`src/common/rcd_pkg.sv`:
```
// Constants and types shared by the reel and capstan drive control.
package rcd_pkg;
	// Wishbone byte offsets of the three registers.
	localparam logic [7:0] ADDR_CTRL = 8'h00;
	localparam logic [7:0] ADDR_CMD = 8'h04;
	localparam logic [7:0] ADDR_STAT = 8'h08;

	// Control register fields and value after reset.
	localparam int CTRL_MODEL_LSB = 0;
	localparam int CTRL_HS_EN = 2;
	localparam int CTRL_THREAD = 3;
	localparam logic [3:0] CTRL_RESET = 4'h4;

	// Command register bits; each is a one-shot write.
	localparam int CMD_LOAD = 0;
	localparam int CMD_REWIND = 1;
	localparam int CMD_UNLOAD = 2;
	localparam int CMD_STEPDOWN = 3;

	// Model select values; any other value means the fastest model.
	localparam logic [1:0] MODEL_3 = 2'h0;
	localparam logic [1:0] MODEL_5 = 2'h1;

	// Clock and time figures.
	localparam int CLK_NS = 10;
	localparam int NS_PER_MS = 1000000;
	localparam int STILL_MS = 12;
	localparam int PROP_MS = 2;
	localparam int TENTHS = 10;

	// Capstan tach rates in tenths of a pulse per millisecond.
	localparam int RATE_75 = 80;
	localparam int RATE_120 = 128;
	localparam int RATE_125 = 133;
	localparam int RATE_200 = 213;

	// Cycle counts derived from the figures above; least times round up.
	localparam int unsigned STILL_CYC_DEF = (STILL_MS * NS_PER_MS + CLK_NS - 1) / CLK_NS;
	localparam int unsigned PROP_CYC_DEF = (PROP_MS * NS_PER_MS + CLK_NS - 1) / CLK_NS;
	localparam int unsigned TACH75_CYC_DEF = (NS_PER_MS * TENTHS) / (RATE_75 * CLK_NS);
	localparam int unsigned TACH120_CYC_DEF = (NS_PER_MS * TENTHS) / (RATE_120 * CLK_NS);
	localparam int unsigned TACH125_CYC_DEF = (NS_PER_MS * TENTHS) / (RATE_125 * CLK_NS);
	localparam int unsigned TACH200_CYC_DEF = (NS_PER_MS * TENTHS) / (RATE_200 * CLK_NS);

	// Rewind creep length and capstan divider.
	localparam logic [3:0] CREEP_COUNTS = 4'h8;
	localparam int G16_DIV = 16;

	// Unit states; Gray steps along stop, creep, rewind, high speed.
	typedef enum logic [2:0] {
		ST_MANUAL = 3'h0,
		ST_STOP = 3'h1,
		ST_CREEP = 3'h3,
		ST_REW = 3'h2,
		ST_FAST = 3'h6,
		ST_MOVE = 3'h5
	} rcd_state_type;

	// Reel speed classes.
	typedef enum logic [1:0] {
		SPD_LOW = 2'h0,
		SPD_NORM = 2'h1,
		SPD_HIGH = 2'h2
	} rcd_speed_type;

	// Reel motor states.
	typedef enum logic [1:0] {
		REEL_COAST = 2'h0,
		REEL_DRIVE = 2'h1,
		REEL_BRAKE = 2'h2
	} rcd_reel_type;
endpackage

```
`src/rtl/rcd_drive.sv`:
```
// Reel and capstan drive control with a classic Wishbone register slave.
`timescale 1ns/10ps
module rcd_drive #(
	parameter int unsigned STILL_CYC = rcd_pkg::STILL_CYC_DEF,
	parameter int unsigned PROP_CYC = rcd_pkg::PROP_CYC_DEF,
	parameter int unsigned TACH75_CYC = rcd_pkg::TACH75_CYC_DEF,
	parameter int unsigned TACH120_CYC = rcd_pkg::TACH120_CYC_DEF,
	parameter int unsigned TACH125_CYC = rcd_pkg::TACH125_CYC_DEF,
	parameter int unsigned TACH200_CYC = rcd_pkg::TACH200_CYC_DEF,
	parameter int G16_DIV = rcd_pkg::G16_DIV
) (
	// Clock and reset.
	input wire logic clk_i,
	input wire logic rst_i,
	// Wishbone slave.
	input wire logic wb_cyc_i,
	input wire logic wb_stb_i,
	input wire logic wb_we_i,
	input wire logic [7:0] wb_adr_i,
	input wire logic [3:0] wb_sel_i,
	input wire logic [31:0] wb_dat_i,
	output logic [31:0] wb_dat_o,
	output logic wb_ack_o,
	// Motion tags from the controller.
	input wire logic move_tag_i,
	input wire logic fwd_i,
	input wire logic rev_i,
	// Column switches, bit k high while the loop is below port k+1.
	input wire logic [3:0] left_col_i,
	input wire logic [3:0] right_col_i,
	// Tachs and tape sensors.
	input wire logic left_tach_i,
	input wire logic right_tach_i,
	input wire logic cap_tach_i,
	input wire logic radius_i,
	input wire logic eot_i,
	input wire logic bot_i,
	// Reel commands, bit 0 left and bit 1 right.
	output logic manual_status_o,
	output logic reel_full_o,
	output rcd_pkg::rcd_speed_type speed_class_o,
	output logic hs_status_o,
	output logic [1:0] reel_drive_o,
	output logic [1:0] reel_gnd_a_o,
	output logic [1:0] reel_gnd_b_o,
	output logic [1:0] reel_ccw_o,
	output logic [1:0] anti_bobble_o,
	// Capstan commands and status.
	output logic cap_drive_o,
	output logic cap_coast_o,
	output logic cap_fwd_o,
	output logic cap_cmp_sel_o,
	output logic go_back_o,
	output logic eot_o
);
	import rcd_pkg::*;

	localparam int GW = $clog2(G16_DIV);
	localparam logic [GW-1:0] G16_LAST = GW'(G16_DIV - 1);

	logic [16:0] meta_reg, sync_reg;
	logic [11:0] prev_reg;
	logic [3:0] ctrl_reg, creep_reg, creep_next;
	logic [31:0] rdat_reg, still_reg, still_next, per_reg, per_next;
	rcd_state_type state_reg, state_next;
	logic [GW-1:0] g16_reg, g16_next;
	logic [1:0] seen_reg, seen_next, fast_reg, fast_next, ccw_reg, bobble_reg;
	logic ack_reg, unload_reg, unload_next, ord_drive_reg, ord_drive_next;
	logic rf_latch_reg, rf_latch_next, cap_drive_reg, cap_drive_next, cap_fwd_reg, cap_fwd_next;
	logic stepped_reg, stepped_next, manual_reg, hs_reg, go_back_reg, pd_act, pc_act;
	rcd_reel_type rs_l_reg, rs_l_next, rs_r_reg, rs_r_next;
	rcd_speed_type speed_reg, speed_next;

	// Pin synchroniser; logic reads the second stage and its delayed copy in prev_reg, never the first.
	always_ff @(posedge clk_i) begin
		if (rst_i) begin
			meta_reg <= 17'h0;
			sync_reg <= 17'h0;
			prev_reg <= 12'h0;
		end else begin
			meta_reg <= {move_tag_i, fwd_i, rev_i, bot_i, eot_i, radius_i,
				cap_tach_i, right_tach_i, left_tach_i, right_col_i, left_col_i};
			sync_reg <= meta_reg;
			prev_reg <= sync_reg[11:0];
		end
	end

	// Registered column levels and squared tach edges.
	wire [3:0] lc = sync_reg[3:0];
	wire [3:0] rc = sync_reg[7:4];
	wire [2:0] tach_pulse = sync_reg[10:8] & ~prev_reg[10:8];
	wire [1:0] reel_pulse = tach_pulse[1:0];
	wire cap_pulse = tach_pulse[2];
	wire radius_pulse = sync_reg[11] & ~prev_reg[11];
	wire eot_s = sync_reg[12];
	wire bot_s = sync_reg[13];
	wire rv = sync_reg[14];
	wire fw = sync_reg[15];
	wire mv = sync_reg[16];
	wire [3:0] lc_rise = lc & ~prev_reg[3:0];
	wire [3:0] lc_fall = ~lc & prev_reg[3:0];
	wire [3:0] rc_rise = rc & ~prev_reg[7:4];
	wire [3:0] rc_fall = ~rc & prev_reg[7:4];

	// Bus-out decode of the motion tags; both lines at once means no motion.
	wire go_fwd = mv & fw & ~rv;
	wire go_back = mv & rv & ~fw;

	// Wishbone decode; writes commit on the edge where ack is high.
	wire wb_req = wb_cyc_i & wb_stb_i;
	wire wb_commit = wb_req & ack_reg & wb_we_i & wb_sel_i[0];
	wire hit_ctrl = (wb_adr_i == ADDR_CTRL);
	wire hit_cmd = (wb_adr_i == ADDR_CMD);
	wire hit_stat = (wb_adr_i == ADDR_STAT);
	wire [3:0] cmd = (wb_commit & hit_cmd) ? wb_dat_i[3:0] : 4'h0;
	wire cmd_load = cmd[CMD_LOAD];
	wire cmd_rewind = cmd[CMD_REWIND];
	wire cmd_unload = cmd[CMD_UNLOAD];
	wire cmd_stepdown = cmd[CMD_STEPDOWN];
	wire [1:0] model = ctrl_reg[CTRL_MODEL_LSB +: 2];
	wire hs_en = ctrl_reg[CTRL_HS_EN];
	wire thread = ctrl_reg[CTRL_THREAD];
	wire [31:0] stat_word = {17'h0, rs_r_reg, rs_l_reg, unload_reg, bot_s, eot_s,
		rf_latch_reg, fast_reg, speed_reg, state_reg};
	wire [31:0] rd_mux = hit_ctrl ? {28'h0, ctrl_reg} : (hit_stat ? stat_word : 32'h0);

	// Bus slave: ack one cycle after the request, read data captured with it.
	always_ff @(posedge clk_i) begin
		if (rst_i) begin
			ack_reg <= 1'b0;
			rdat_reg <= 32'h0;
			ctrl_reg <= CTRL_RESET;
		end else begin
			ack_reg <= wb_req & ~ack_reg;
			if (wb_req & ~ack_reg) begin
				rdat_reg <= rd_mux;
			end
			if (wb_commit & hit_ctrl) begin
				ctrl_reg <= wb_dat_i[3:0];
			end
		end
	end
	assign wb_ack_o = ack_reg;
	assign wb_dat_o = rdat_reg;

	// Unit sequence.
	always_comb begin
		state_next = state_reg;
		case (state_reg)
			ST_MANUAL: begin
				if (cmd_load) begin
					state_next = ST_STOP;
				end
			end
			ST_STOP: begin
				if (cmd_unload & bot_s) begin
					state_next = ST_MANUAL;
				end else if ((cmd_rewind | cmd_unload) & ~bot_s) begin
					state_next = (still_reg >= STILL_CYC) ? ST_CREEP : ST_REW;
				end else if (go_fwd | go_back) begin
					state_next = ST_MOVE;
				end
			end
			ST_MOVE: begin
				if (~(go_fwd | go_back)) begin
					state_next = ST_STOP;
				end
			end
			ST_CREEP: begin
				if (creep_reg == CREEP_COUNTS) begin
					state_next = ST_REW;
				end
			end
			ST_REW: begin
				if (bot_s) begin
					state_next = unload_reg ? ST_MANUAL : ST_STOP;
				end else if (hs_en & (&fast_reg) & ~cmd_stepdown & ~stepped_reg) begin
					state_next = ST_FAST;
				end
			end
			ST_FAST: begin
				if (bot_s) begin
					state_next = unload_reg ? ST_MANUAL : ST_STOP;
				end else if (radius_pulse | cmd_stepdown) begin
					state_next = ST_REW;
				end
			end
			default: begin
				state_next = ST_MANUAL;
			end
		endcase
	end

	// Counters: still time, creep length, divide by 16, capstan period.
	wire moving = (state_reg != ST_MANUAL) & (state_reg != ST_STOP);
	wire [31:0] target = (model == MODEL_3) ? ((state_reg == ST_REW) ? TACH120_CYC : TACH75_CYC)
		: ((model == MODEL_5) ? TACH125_CYC : TACH200_CYC);
	wire per_slow = (per_reg >= target);
	wire hold = (state_reg == ST_FAST);
	wire g16_pulse = cap_pulse & (g16_reg == G16_LAST);
	assign unload_next = (unload_reg | (cmd_unload & (state_reg != ST_MANUAL)))
		& (state_next != ST_MANUAL);
	// After a step down the rewind stays at normal speed, even while the ahead flags linger.
	assign stepped_next = (state_next == ST_REW) & (stepped_reg | (state_reg == ST_FAST));
	assign still_next = moving ? 32'h0 : ((still_reg >= STILL_CYC) ? still_reg : still_reg + 32'h1);
	assign creep_next = (state_reg == ST_CREEP) ? creep_reg + {3'h0, cap_pulse} : 4'h0;
	assign g16_next = cap_pulse ? ((g16_reg == G16_LAST) ? '0 : g16_reg + GW'(1)) : g16_reg;
	assign per_next = (hold | cap_pulse) ? 32'h0 : (per_slow ? per_reg : per_reg + 32'h1);
	// Holding the fast trigger in drive keeps ordinary control from coasting.
	assign ord_drive_next = hold | (~cap_pulse & (per_slow | ord_drive_reg));

	// Reel ahead of capstan: two reel pulses inside one divider window.
	assign seen_next = g16_pulse ? reel_pulse : (seen_reg | reel_pulse);
	assign fast_next = (fast_reg & ~({2{g16_pulse}} & ~seen_reg & ~reel_pulse))
		| (reel_pulse & seen_reg);

	// Column arbitration; checking coast first makes it win.
	wire col_coast = ~lc[0] | rc[3];
	wire col_drive = lc[2] | ~rc[1];
	assign rf_latch_next = col_coast | (~col_drive & rf_latch_reg);

	// Proportional corrections are only armed while rewinding.
	wire rew_act = (state_reg == ST_REW) | hold;
	wire pd_trig = rew_act & (lc_rise[0] | rc_fall[2]);
	wire pc_trig = rew_act & (lc_fall[1] | rc_rise[3]);
	rcd_oneshot #(.LEN_CYC(PROP_CYC)) u_pd (
		.clk_i(clk_i),
		.rst_i(rst_i),
		.trig_i(pd_trig),
		.pulse_o(pd_act)
	);
	rcd_oneshot #(.LEN_CYC(PROP_CYC)) u_pc (
		.clk_i(clk_i),
		.rst_i(rst_i),
		.trig_i(pc_trig),
		.pulse_o(pc_act)
	);

	// Capstan command: high power drive or coast, never both.
	always_comb begin
		cap_drive_next = 1'b0;
		cap_fwd_next = 1'b1;
		case (state_reg)
			ST_MOVE: begin
				cap_drive_next = ord_drive_reg;
				cap_fwd_next = go_fwd;
			end
			ST_CREEP: begin
				cap_drive_next = ord_drive_reg;
			end
			ST_REW: begin
				cap_drive_next = (ord_drive_reg | pd_act) & ~pc_act;
				cap_fwd_next = 1'b0;
			end
			ST_FAST: begin
				cap_drive_next = (((&fast_reg) & ~rf_latch_reg) | pd_act) & ~pc_act;
				cap_fwd_next = 1'b0;
			end
			default: begin
				cap_drive_next = 1'b0;
			end
		endcase
	end

	// Reel requests from the columns; in high speed a reel ahead of the capstan coasts.
	wire [1:0] reel_req = {rc[1] | ~rc[0], ~lc[1] | lc[2]};
	wire [1:0] reel_hold = hold ? fast_reg : 2'h0;
	wire brake_all = (state_reg == ST_MANUAL) & ~thread;
	assign rs_l_next = brake_all ? REEL_BRAKE
		: ((reel_req[0] & ~reel_hold[0]) ? REEL_DRIVE : REEL_COAST);
	assign rs_r_next = brake_all ? REEL_BRAKE
		: ((reel_req[1] & ~reel_hold[1]) ? REEL_DRIVE : REEL_COAST);
	assign speed_next = (state_next == ST_MANUAL) ? SPD_LOW
		: ((state_next == ST_FAST) ? SPD_HIGH : SPD_NORM);

	// State and output registers.
	always_ff @(posedge clk_i) begin
		if (rst_i) begin
			state_reg <= ST_MANUAL;
			unload_reg <= 1'b0;
			stepped_reg <= 1'b0;
			still_reg <= 32'h0;
			creep_reg <= 4'h0;
			g16_reg <= '0;
			seen_reg <= 2'h0;
			fast_reg <= 2'h0;
			per_reg <= 32'h0;
			ord_drive_reg <= 1'b0;
			rf_latch_reg <= 1'b1;
			cap_drive_reg <= 1'b0;
			cap_fwd_reg <= 1'b1;
			rs_l_reg <= REEL_BRAKE;
			rs_r_reg <= REEL_BRAKE;
			ccw_reg <= 2'h0;
			manual_reg <= 1'b1;
			hs_reg <= 1'b0;
			speed_reg <= SPD_LOW;
			bobble_reg <= 2'h0;
			go_back_reg <= 1'b0;
		end else begin
			state_reg <= state_next;
			unload_reg <= unload_next;
			stepped_reg <= stepped_next;
			still_reg <= still_next;
			creep_reg <= creep_next;
			g16_reg <= g16_next;
			seen_reg <= seen_next;
			fast_reg <= fast_next;
			per_reg <= per_next;
			ord_drive_reg <= ord_drive_next;
			rf_latch_reg <= rf_latch_next;
			cap_drive_reg <= cap_drive_next;
			cap_fwd_reg <= cap_fwd_next;
			rs_l_reg <= rs_l_next;
			rs_r_reg <= rs_r_next;
			ccw_reg <= {rc[1], ~lc[1]};
			manual_reg <= (state_next == ST_MANUAL);
			hs_reg <= (state_next == ST_FAST);
			speed_reg <= speed_next;
			bobble_reg <= {2{state_next == ST_STOP}};
			go_back_reg <= go_back;
		end
	end

	// Output mapping; brake is both armature sides grounded.
	assign manual_status_o = manual_reg;
	assign reel_full_o = ~manual_reg;
	assign speed_class_o = speed_reg;
	assign hs_status_o = hs_reg;
	assign reel_drive_o = {rs_r_reg == REEL_DRIVE, rs_l_reg == REEL_DRIVE};
	assign reel_gnd_a_o = {rs_r_reg == REEL_BRAKE, rs_l_reg == REEL_BRAKE};
	assign reel_gnd_b_o = {rs_r_reg == REEL_BRAKE, rs_l_reg == REEL_BRAKE};
	assign reel_ccw_o = ccw_reg;
	assign anti_bobble_o = bobble_reg;
	assign cap_drive_o = cap_drive_reg;
	assign cap_coast_o = ~cap_drive_reg;
	assign cap_fwd_o = cap_fwd_reg;
	assign cap_cmp_sel_o = hs_reg;
	assign go_back_o = go_back_reg;
	assign eot_o = eot_s;
endmodule // rcd_drive

```
`src/rtl/rcd_oneshot.sv`:
```
// Retriggerable one-shot that stretches a trigger into a timed pulse.
`timescale 1ns/10ps
module rcd_oneshot #(
	parameter int unsigned LEN_CYC = 200000
) (
	// Clock and reset.
	input wire logic clk_i,
	input wire logic rst_i,
	// Trigger and stretched pulse.
	input wire logic trig_i,
	output logic pulse_o
);
	logic [31:0] cnt_reg;
	logic [31:0] cnt_next;

	// A new trigger restarts the interval, so a dithering loop keeps it lit.
	assign cnt_next = trig_i ? LEN_CYC : ((cnt_reg != 32'h0) ? cnt_reg - 32'h1 : 32'h0);
	assign pulse_o = (cnt_reg != 32'h0);

	// Interval counter.
	always_ff @(posedge clk_i) begin
		if (rst_i) begin
			cnt_reg <= 32'h0;
		end else begin
			cnt_reg <= cnt_next;
		end
	end
endmodule // rcd_oneshot

```
`config.mk`:
```
export PLATFORM = sky130hd
export DESIGN_NAME = rcd_drive
export DESIGN_NICKNAME = d
export VERILOG_FILES = /design/src/common/rcd_pkg.sv /design/src/rtl/rcd_drive.sv /design/src/rtl/rcd_oneshot.sv
export SDC_FILE = /design/constraint.sdc
export NUM_CORES = 1
export LEC_CHECK = 0
export BUFFER_PORTS_ARGS = -buffer_cell sky130_fd_sc_hd__buf_4
export CAP_MARGIN = 40
export CORE_MARGIN = 2
export CORE_UTILIZATION = 30
export DETAILED_ROUTE_END_ITERATION = 8
export GPL_TIMING_DRIVEN = 0
export SKIP_CTS_REPAIR_TIMING = 1
export SLEW_MARGIN = 20
export SYNTH_ARGS = -nofsm -noshare
export SYNTH_HDL_FRONTEND = slang
export SYNTH_SLANG_ARGS = --single-unit
```
`constraint.sdc`:
```
create_clock -name clk_i -period 2.7 [get_ports clk_i]
set_input_delay 0.27 -clock clk_i [delete_from_list [all_inputs] [get_ports clk_i]]
set_output_delay 0.27 -clock clk_i [all_outputs]
set_load 0.02 [all_outputs]
```
==> results.py, run 1 <==
metrics = {
    "run_status": {
        "status": "finished, violations left",
        "violations": "hold timing, setup timing",
    },
    "placement": {
        "io_buffers": 70,
        "dpl.hpwl_mm": 14.1,
        "place_congestion": 0.812,
        "placed_area_mm2": 0.0100,
    },
    "floorplanning": {
        "num_io_pins": 120,
        "rows": 63,
        "die_area_mm2": 0.0312,
        "core_area_mm2": 0.0295,
        "die_w_um": 177,
        "die_h_um": 177,
        "initial_core_util_pct": 30.3,
    },
    "clocking": {
        "cts.clk_slew.worst_paths_ps": 60,
        "cts_buffers": 23,
        "root_buffer": "clkbuf_16",
        "cts_tree": "built",
        "insertion_delay_ps": 520,
        "clock_sinks": 219,
        "htree_levels": 1,
        "cts.path.max_buffers": 3,
    },
    "final_layout": {
        "fin_nets": 1182,
        "num_antenna_cells": 0,
        "fill_cells": 3037,
        "design_area_mm2": 0.0112,
        "drive_above_1_share_pct": 18.5,
        "area_growth_pct": 25.3,
    },
    "pwr": {
        "powerDensity_mw_per_mm2": 846,
        "pwr-share-seq_pct": 42.2,
        "p_sw_share_pct": 31.2,
        "peakVddDrop_v": 0.000531,
        "p_int_w": 0.00652,
        "clock_power_share_pct": 32.3,
        "power.total_w": 0.00947,
        "p_comb_share_pct": 25.5,
        "power_leakage_nw": 4.52,
        "p_sw_w": 0.00295,
    },
    "synthesis": {
        "synth_compound_area_share_pct": 8.55,
        "synthAdderAreaFrac_pct": 2.52,
        "syn-cell-area_mm2": 0.00894,
        "synth_ff_type": "dfxtp_1",
        "seq_area_frac_synth_pct": 49.0,
        "synth_edf_count": 0,
        "synth_top_family_by_area": "simple AND/OR/NAND/NOR gates",
        "synthMuxAreaShare_pct": 1.29,
        "synthArstFlopShare_pct": 0,
        "synthDistinctLibCells": 64,
        "synth_cells": 954,
        "ys_ff_latch": 219,
        "yosysWarnings": 0,
        "synthSimpleGateAreaFrac_pct": 26.1,
        "synth_xor_xnor_area_share_pct": 7.93,
        "avgSynthCellArea_um2": 9.37,
    },
    "routing": {
        "wl_per_cell_um": 13.4,
        "drc": 0,
        "drt_iter0_drc": 371,
        "num_vias": 6867,
        "ant_nets": 0,
        "wirelength_mm": 20.2,
        "via_per_inst": 4.56,
        "dr.pass1.iters": 4,
    },
    "global_route": {
        "grt_pass1_wl_mm": 32.1,
        "antenna_found_initial": 1,
        "grt_remaining_overflow": 0,
        "grt_pass1_vias": 6252,
        "grt.total_usage_pct": 12.6,
        "grt_max_degree": 14,
    },
    "setup_path": {
        "path_max_fanout": 7,
        "crit_arrival_ps": 3170,
        "end_kind": "flip-flop",
        "cp.required_ps": 3140,
        "cp-start-kind": "flip-flop",
        "path_class": "reg -> reg",
    },
    "sta": {
        "final.period_utilization_pct": 101,
        "period_minus_slack_ps": 2730,
        "relSlewSlack_pct": 43.9,
        "setup_viol": 4,
        "tightest_slew_ps": 834,
        "fmax_mhz": 367,
        "fin_tns_setup_ps": -37.1,
        "setup_slack_ps": -27.4,
        "grt_setup_unrepaired": "yes",
        "skew_ps": 11.8,
        "finalHoldViolations": 1,
        "holdWs_ps": -30.0,
        "drv_slew": 0,
    },
    "job": {
        "cap_violations": 0,
    },
    "min_path": {
        "holdCritPathClass": "in -> reg",
    },
}
-- cells in the mapped netlist, drive strengths merged, types with 2 or more instances --
| library cell | count | area (um^2) |
|---|---|---|
| o31ai | 14 | 105 |
| dfxtp | 219 | 4380 |
| a21oi | 27 | 135 |
| or4b | 2 | 20.0 |
| and3 | 16 | 100 |
| o21ai | 25 | 125 |
| o2111ai | 2 | 17.5 |
| or3 | 14 | 87.6 |
| o41ai | 3 | 45.1 |
| nor2b | 49 | 307 |
| a221oi | 3 | 26.3 |
| mux2i | 7 | 70.1 |
| nor4b | 2 | 23.8 |
| inv | 24 | 90.1 |
| nor4 | 21 | 165 |
| clkbuf | 25 | 93.8 |
| xor2 | 38 | 333 |
| buf | 30 | 226 |
| nand4b | 3 | 26.3 |
| a22oi | 4 | 30.0 |
| and2 | 34 | 213 |
| nand4 | 14 | 87.6 |
| xnor2 | 43 | 377 |
| a31oi | 2 | 12.5 |
| mux2 | 4 | 45.0 |
| nand3 | 25 | 130 |
| and3b | 2 | 17.5 |
| a21o | 5 | 37.5 |
| nor2 | 129 | 484 |
| a211oi | 5 | 47.5 |
| nand2b | 7 | 43.8 |
| o211ai | 2 | 15.0 |
| or2 | 5 | 31.3 |
| a22o | 11 | 96.3 |
| and4 | 5 | 43.8 |
| or4 | 15 | 120 |
| nand2 | 51 | 194 |
| nand3b | 2 | 15.0 |
| ha | 18 | 225 |
| nor3 | 36 | 191 |
-- path summary, 6_finish.rpt --
kind                            cells after the start  slack, ps           end   startpoint
worst max-delay path                               11        -30   per_reg[10]  ctrl_reg[1]
worst min register to register                      1        430   sync_reg[1]  meta_reg[1]
worst min-delay path                                2        -30  meta_reg[16]   move_tag_i
worst max register to register                     11        -30   per_reg[10]  ctrl_reg[1]
-- area by class of cell --
type,instances,area (um^2),share of cell area (%)
buffer,55,355,3.17
clock buffer,33,653,5.83
timing repair buffer,103,810,7.23
multi-input combinational,672,4340,38.7
tap,390,488,4.36
sequential,219,4390,39.2
clock inverter,9,76.3,0.681
inverter,24,90.1,0.804
-- layer usage --
| layer | up-vias | global-route usage, % | share of wire [%] |
|---|---|---|---|
| li1 | 3539 | - | - |
| met2 | 123 | 19.8 | 45 |
| met4 | 2 | 4.79 | 3.0 |
| met1 | 3169 | 17.2 | 47 |
| met3 | 34 | 2.28 | 4.7 |
| met5 | - | 0 | 0.069 |
-- cell usage in the layout, fill, tap and decap left out, drive strengths merged, types with 18 or more instances in the layout --
master	count
a21oi	27
and2	34
buf	123
clkbuf	53
dfxtp	219
ha	18
inv	25
nand2	51
nand3	25
nor2	129
nor2b	49
nor3	36
nor4	21
o21ai	25
xnor2	43
xor2	38
-- critical path, cell delays in order, from the launching register on --
cell and delay (ps):
dfxtp_4 360, or2_4 250, a21o_1 200, nand2b_1 120
ha_1 250, a21o_1 160, a21o_1 170, a31oi_1 250
a211oi_4 120, buf_4 160, or4_4 490, a21oi_1 130
-- metrics by stage --
stage	std cells	setup slack, ps	utilization (%)
after global placement	1430	-413	34.0
after detailed placement	1431	-445	34.0
after global routing	1505	-171	38.0
after floorplan	970	12.8	-
after CTS	1473	-458	36.5
final	1505	-27.4	38.0
-- power by group through the flow --
stage / Combinational (W) / Clock [W] / Sequential [W]
after floorplan: 0.00201 / 0 / 0.00399
after global placement: 0.00238 / 0 / 0.00404
after detailed placement: 0.00241 / 0 / 0.00406
after CTS: 0.00243 / 0.00314 / 0.00399
after global routing: 0.00274 / 0.00329 / 0.00406
final: 0.00241 / 0.00306 / 0.00400
-- cells by family after synthesis --
logic type,Yosys count
other cells,1
flops,219
buf+inv,79
xor+xnor,81
compound gates,110
simple gates,435
mux,11
fa+ha+maj,18
Power figures use the tool's default switching activity.
==> run 2: changes to the inputs <==
GPL_TIMING_DRIVEN = unset   (was 0)
RECOVER_POWER = 25   (was unset)
==> results.py, run 2 (synthesis gave the netlist of run 1 again) <==
metrics = {
    "placement": {
        "io_buffers": 70,
        "placedCellCount": 1405,
        "place_congestion": 0.780,
        "place_ws_ps": -65.2,
        "dpl.hpwl_mm": 13.1,
    },
    "final_layout": {
        "layout_commonest_cell": "dfxtp_1",
        "layout_common_cells": "dfxtp_1, nor2_1, buf_4, nand2_1, nor2b_1",
        "fin_nets": 1144,
        "drive_above_1_share_pct": 17.1,
        "area_growth_pct": 23.6,
        "final_cells": 1469,
    },
    "setup_path": {
        "path_class": "reg -> reg",
        "path_max_fanout": 7,
        "rr_worst_depth": 11,
        "crit_arrival_ps": 3090,
        "cp.required_ps": 3140,
        "end_kind": "flip-flop",
        "cp-start-kind": "flip-flop",
    },
    "sta": {
        "setup_slack_ps": 50.0,
        "drv_slew": 45,
        "final.period_utilization_pct": 98.1,
        "fmax_mhz": 377,
        "finalHoldViolations": 1,
        "setup_viol": 0,
        "period_minus_slack_ps": 2650,
        "skew_ps": 13.2,
        "holdWs_ps": -13.2,
        "tightest_slew_ps": 1710,
        "grt_setup_unrepaired": "yes",
        "relSlewSlack_pct": -14.0,
    },
    "global_route": {
        "grt_max_degree": 45,
        "grt_pass1_wl_mm": 29.9,
        "grt_pass1_vias": 5949,
        "antenna_found_initial": 1,
        "grt.total_usage_pct": 11.7,
        "grt_remaining_overflow": 0,
    },
    "pwr": {
        "p_comb_share_pct": 24.6,
        "clock_power_share_pct": 34.0,
        "peakVddDrop_v": 0.000443,
        "powerDensity_mw_per_mm2": 872,
        "p_sw_w": 0.00290,
        "power_leakage_nw": 4.40,
        "p_int_w": 0.00674,
        "pwr-share-seq_pct": 41.4,
        "p_sw_share_pct": 30.1,
    },
    "floorplanning": {
        "die_w_um": 177,
        "num_io_pins": 120,
        "rows": 63,
        "die_h_um": 177,
        "die_area_mm2": 0.0312,
        "core_area_mm2": 0.0295,
        "initial_core_util_pct": 30.3,
    },
    "routing": {
        "dr.pass1.iters": 5,
        "wirelength_mm": 18.9,
        "num_vias": 6655,
        "wl_per_cell_um": 12.9,
        "via_per_inst": 4.53,
        "drt_iter0_drc": 299,
        "ant_nets": 0,
        "drc": 0,
    },
    "run_status": {
        "violations": "hold timing, capacitance limit, slew limit",
        "status": "finished, violations left",
    },
    "clocking": {
        "cts_buffers": 24,
        "insertion_delay_ps": 520,
        "cts_tree": "built",
        "root_buffer": "clkbuf_16",
        "cts.clk_slew.worst_paths_ps": 60,
        "clock_sinks": 219,
        "cts.path.max_buffers": 3,
        "htree_levels": 1,
    },
    "min_path": {
        "min_path_cells": 2,
        "holdCritPathClass": "in -> reg",
    },
    "job": {
        "cap_violations": 1,
    },
}
run 2: cell type report:
type	instances	area, um^2
fillers	2970	18400
flip-flops and latches	219	4390
multi-input cells	672	4350
repair buffers	119	926
clock buffers	38	754
well taps	390	488
inverters	24	90.1
clock inverters	5	56.3
diodes	2	5.00
run 2: worst paths after layout:
check                  start         endpoint  slack [ps]
max              ctrl_reg[1]      per_reg[13]          50
min                 radius_i     meta_reg[11]         -10
max reg2reg      ctrl_reg[1]      per_reg[13]          50
min reg2reg  u_pd.cnt_reg[0]  u_pd.cnt_reg[0]         430
run 2: power by group through the flow:
stage,Sequential (W),Clock [W],Combinational (W)
5_1_grt,0.00404,0.00350,0.00273
3_3_place_gp,0.00404,0,0.00235
6_report,0.00399,0.00328,0.00237
3_5_place_dp,0.00405,0,0.00237
2_1_floorplan,0.00399,0,0.00201
4_1_cts,0.00399,0.00336,0.00239
run 2: through the flow:
step,util (%),area [um^2],total power (W),setup TNS [ps]
2_1_floorplan,-,9010,0.00600,0
3_3_place_gp,33.7,9940,0.00639,0
3_5_place_dp,33.7,9940,0.00643,-531
4_1_cts,36.5,10800,0.00974,-706
5_1_grt,37.5,11100,0.0103,-232
6_report,37.5,11100,0.00965,0
run 2: critical path: stages, from the launching register on:
cell	delay (ps)
dfxtp_2	320
or2_4	250
a21o_1	170
nand2b_1	100
ha_1	250
a21o_1	160
a21o_1	170
a31oi_1	260
a211oi_4	110
buf_12	160
or4_4	490
a21oi_1	140
run 2: routing by layer:
layer	GRT usage (%)	vias to the layer above	part of all wire, %
met3	2.17	34	4.4
met4	3.72	0	2.4
met1	16.4	3048	49
met5	0	-	0
li1	-	3449	-
met2	18.1	124	44
==> run 3: changes to the inputs <==
CORE_UTILIZATION = 52   (was 30)
PLACE_DENSITY = 0.77   (was unset)
==> results.py, run 3 (synthesis gave the netlist of run 1 again) <==
metrics = {
    "job": {
        "cap_violations": 0,
    },
    "setup_path": {
        "cp_num_buf_inv": 1,
        "cp-start-kind": "flip-flop",
        "path_common_cell": "a21o_1",
        "path_max_fanout": 7,
        "cpPeakStageDelay_ps": 480,
        "crit_slowest_cell": "or4_4",
        "path_class": "reg -> reg",
        "end_kind": "flip-flop",
        "crit_arrival_ps": 3130,
        "path_cells": "or2_4 -> a21o_1 -> nand2b_1 -> ha_4 -> a21o_1 -> a21o_1 -> a211oi_2 -> a211oi_4 -> clkbuf_16 -> or4_4 -> a21oi_2",
        "critical_path.top_delay_family": "compound AO/OA/AOI/OAI gates",
        "cp.required_ps": 3140,
    },
    "routing": {
        "num_vias": 6823,
        "wl_per_cell_um": 14.1,
        "via_per_inst": 5.27,
        "wirelength_mm": 18.3,
        "drt_iter0_drc": 502,
        "drc": 0,
        "dr.pass1.iters": 7,
        "ant_nets": 0,
    },
    "global_route": {
        "grt_max_degree": 58,
        "grt_pass1_wl_mm": 28.9,
        "antenna_found_initial": 0,
        "grt.total_usage_pct": 19.1,
        "grt_pass1_vias": 6144,
        "grt_remaining_overflow": 0,
    },
    "sta": {
        "fin_tns_setup_ps": 0,
        "drv_slew": 0,
        "grt_setup_unrepaired": "yes",
        "setup_viol": 0,
        "finalHoldViolations": 1,
        "relSlewSlack_pct": 30.9,
        "final.period_utilization_pct": 99.5,
        "holdWs_ps": -17.0,
        "period_minus_slack_ps": 2690,
        "fmax_mhz": 372,
        "setup_slack_ps": 12.4,
        "tightest_slew_ps": 1040,
        "skew_ps": 18.3,
    },
    "pwr": {
        "powerDensity_mw_per_mm2": 872,
        "peakVddDrop_v": 0.000615,
        "power.total_w": 0.00948,
        "power_leakage_nw": 4.35,
    },
    "placement": {
        "placed_area_mm2": 0.00970,
        "placedCellCount": 1231,
        "place_ws_ps": -65.6,
        "io_buffers": 70,
        "place_congestion": 0.883,
        "dpl.hpwl_mm": 12.0,
    },
    "final_layout": {
        "area_growth_pct": 21.5,
        "layout_common_cells": "dfxtp_1, nor2_1, buf_4, nand2_1, nor2b_1",
        "fill_cells": 1381,
        "design_area_mm2": 0.0109,
        "layout_commonest_cell": "dfxtp_1",
        "fin_nets": 1141,
        "final_cells": 1294,
        "num_antenna_cells": 0,
        "drive_above_1_share_pct": 17.3,
    },
    "floorplanning": {
        "rows": 47,
        "die_h_um": 135,
        "core_area_mm2": 0.0167,
        "num_io_pins": 120,
        "die_w_um": 135,
        "die_area_mm2": 0.0183,
        "initial_core_util_pct": 53.5,
    },
    "clocking": {
        "root_buffer": "clkbuf_16",
        "cts.clk_slew.worst_paths_ps": 60,
        "clock_sinks": 219,
        "cts.path.max_buffers": 3,
        "insertion_delay_ps": 510,
        "cts_tree": "built",
        "cts_buffers": 23,
        "htree_levels": 1,
    },
    "run_status": {
        "violations": "hold timing",
        "status": "finished, violations left",
    },
    "min_path": {
        "holdCritPathClass": "in -> reg",
    },
}
[run 3: worst register-to-register path, delay by kind of cell (launching register included)]
family | cells | cell delay [ps]
and+or+nand+nor | 3 | 890
DFF | 1 | 320
AOI/OAI and AO/OA | 6 | 990
buffers and inverters | 1 | 180
adders and majority gates | 1 | 230
[run 3: layout make-up]
cell class,count,area (um^2),share of cell area (%)
multi-input combinational,672,4450,41.0
sequential,219,4390,40.4
timing repair buffer,117,908,8.36
clock buffer,33,673,6.19
tap,220,275,2.53
inverter,24,90.1,0.829
clock inverter,9,82.6,0.760
[run 3: per-layer routing]
metal / track usage (%) / share of wire (%) / vias up
met5: 0 / 0 / -
met2: 30.5 / 46 / 156
met1: 26.7 / 46 / 3182
li1: - / - / 3447
met4: 6.54 / 2.6 / 0
met3: 2.99 / 5.0 / 38
[run 3: path summary, 6_finish.rpt]
check,from,cells after the start,slack [ps],end
worst max-delay path,ctrl_reg[1],11,10,per_reg[2]
worst min-delay path,move_tag_i,2,-20,meta_reg[16]
worst max register to register,ctrl_reg[1],11,10,per_reg[2]
worst min register to register,meta_reg[6],1,430,sync_reg[6]
[run 3: power breakdown]
part	total [W]	leakage (nW)	internal (W)	switching, W
combinational	0.00239	2.20	0.00107	0.00132
clock	0.00309	0.370	0.00184	0.00125
sequential	0.00400	1.78	0.00364	0.000365
total	0.00948	4.35	0.00654	0.00294
[run 3: through the flow]
step                hold slack (ps)  util (%)
detailed placement              420      58.1
floorplan                       398         -
CTS                           -44.4      62.6
global route                   11.7      65.1
global placement                416      58.1
finish                        -17.0      65.1
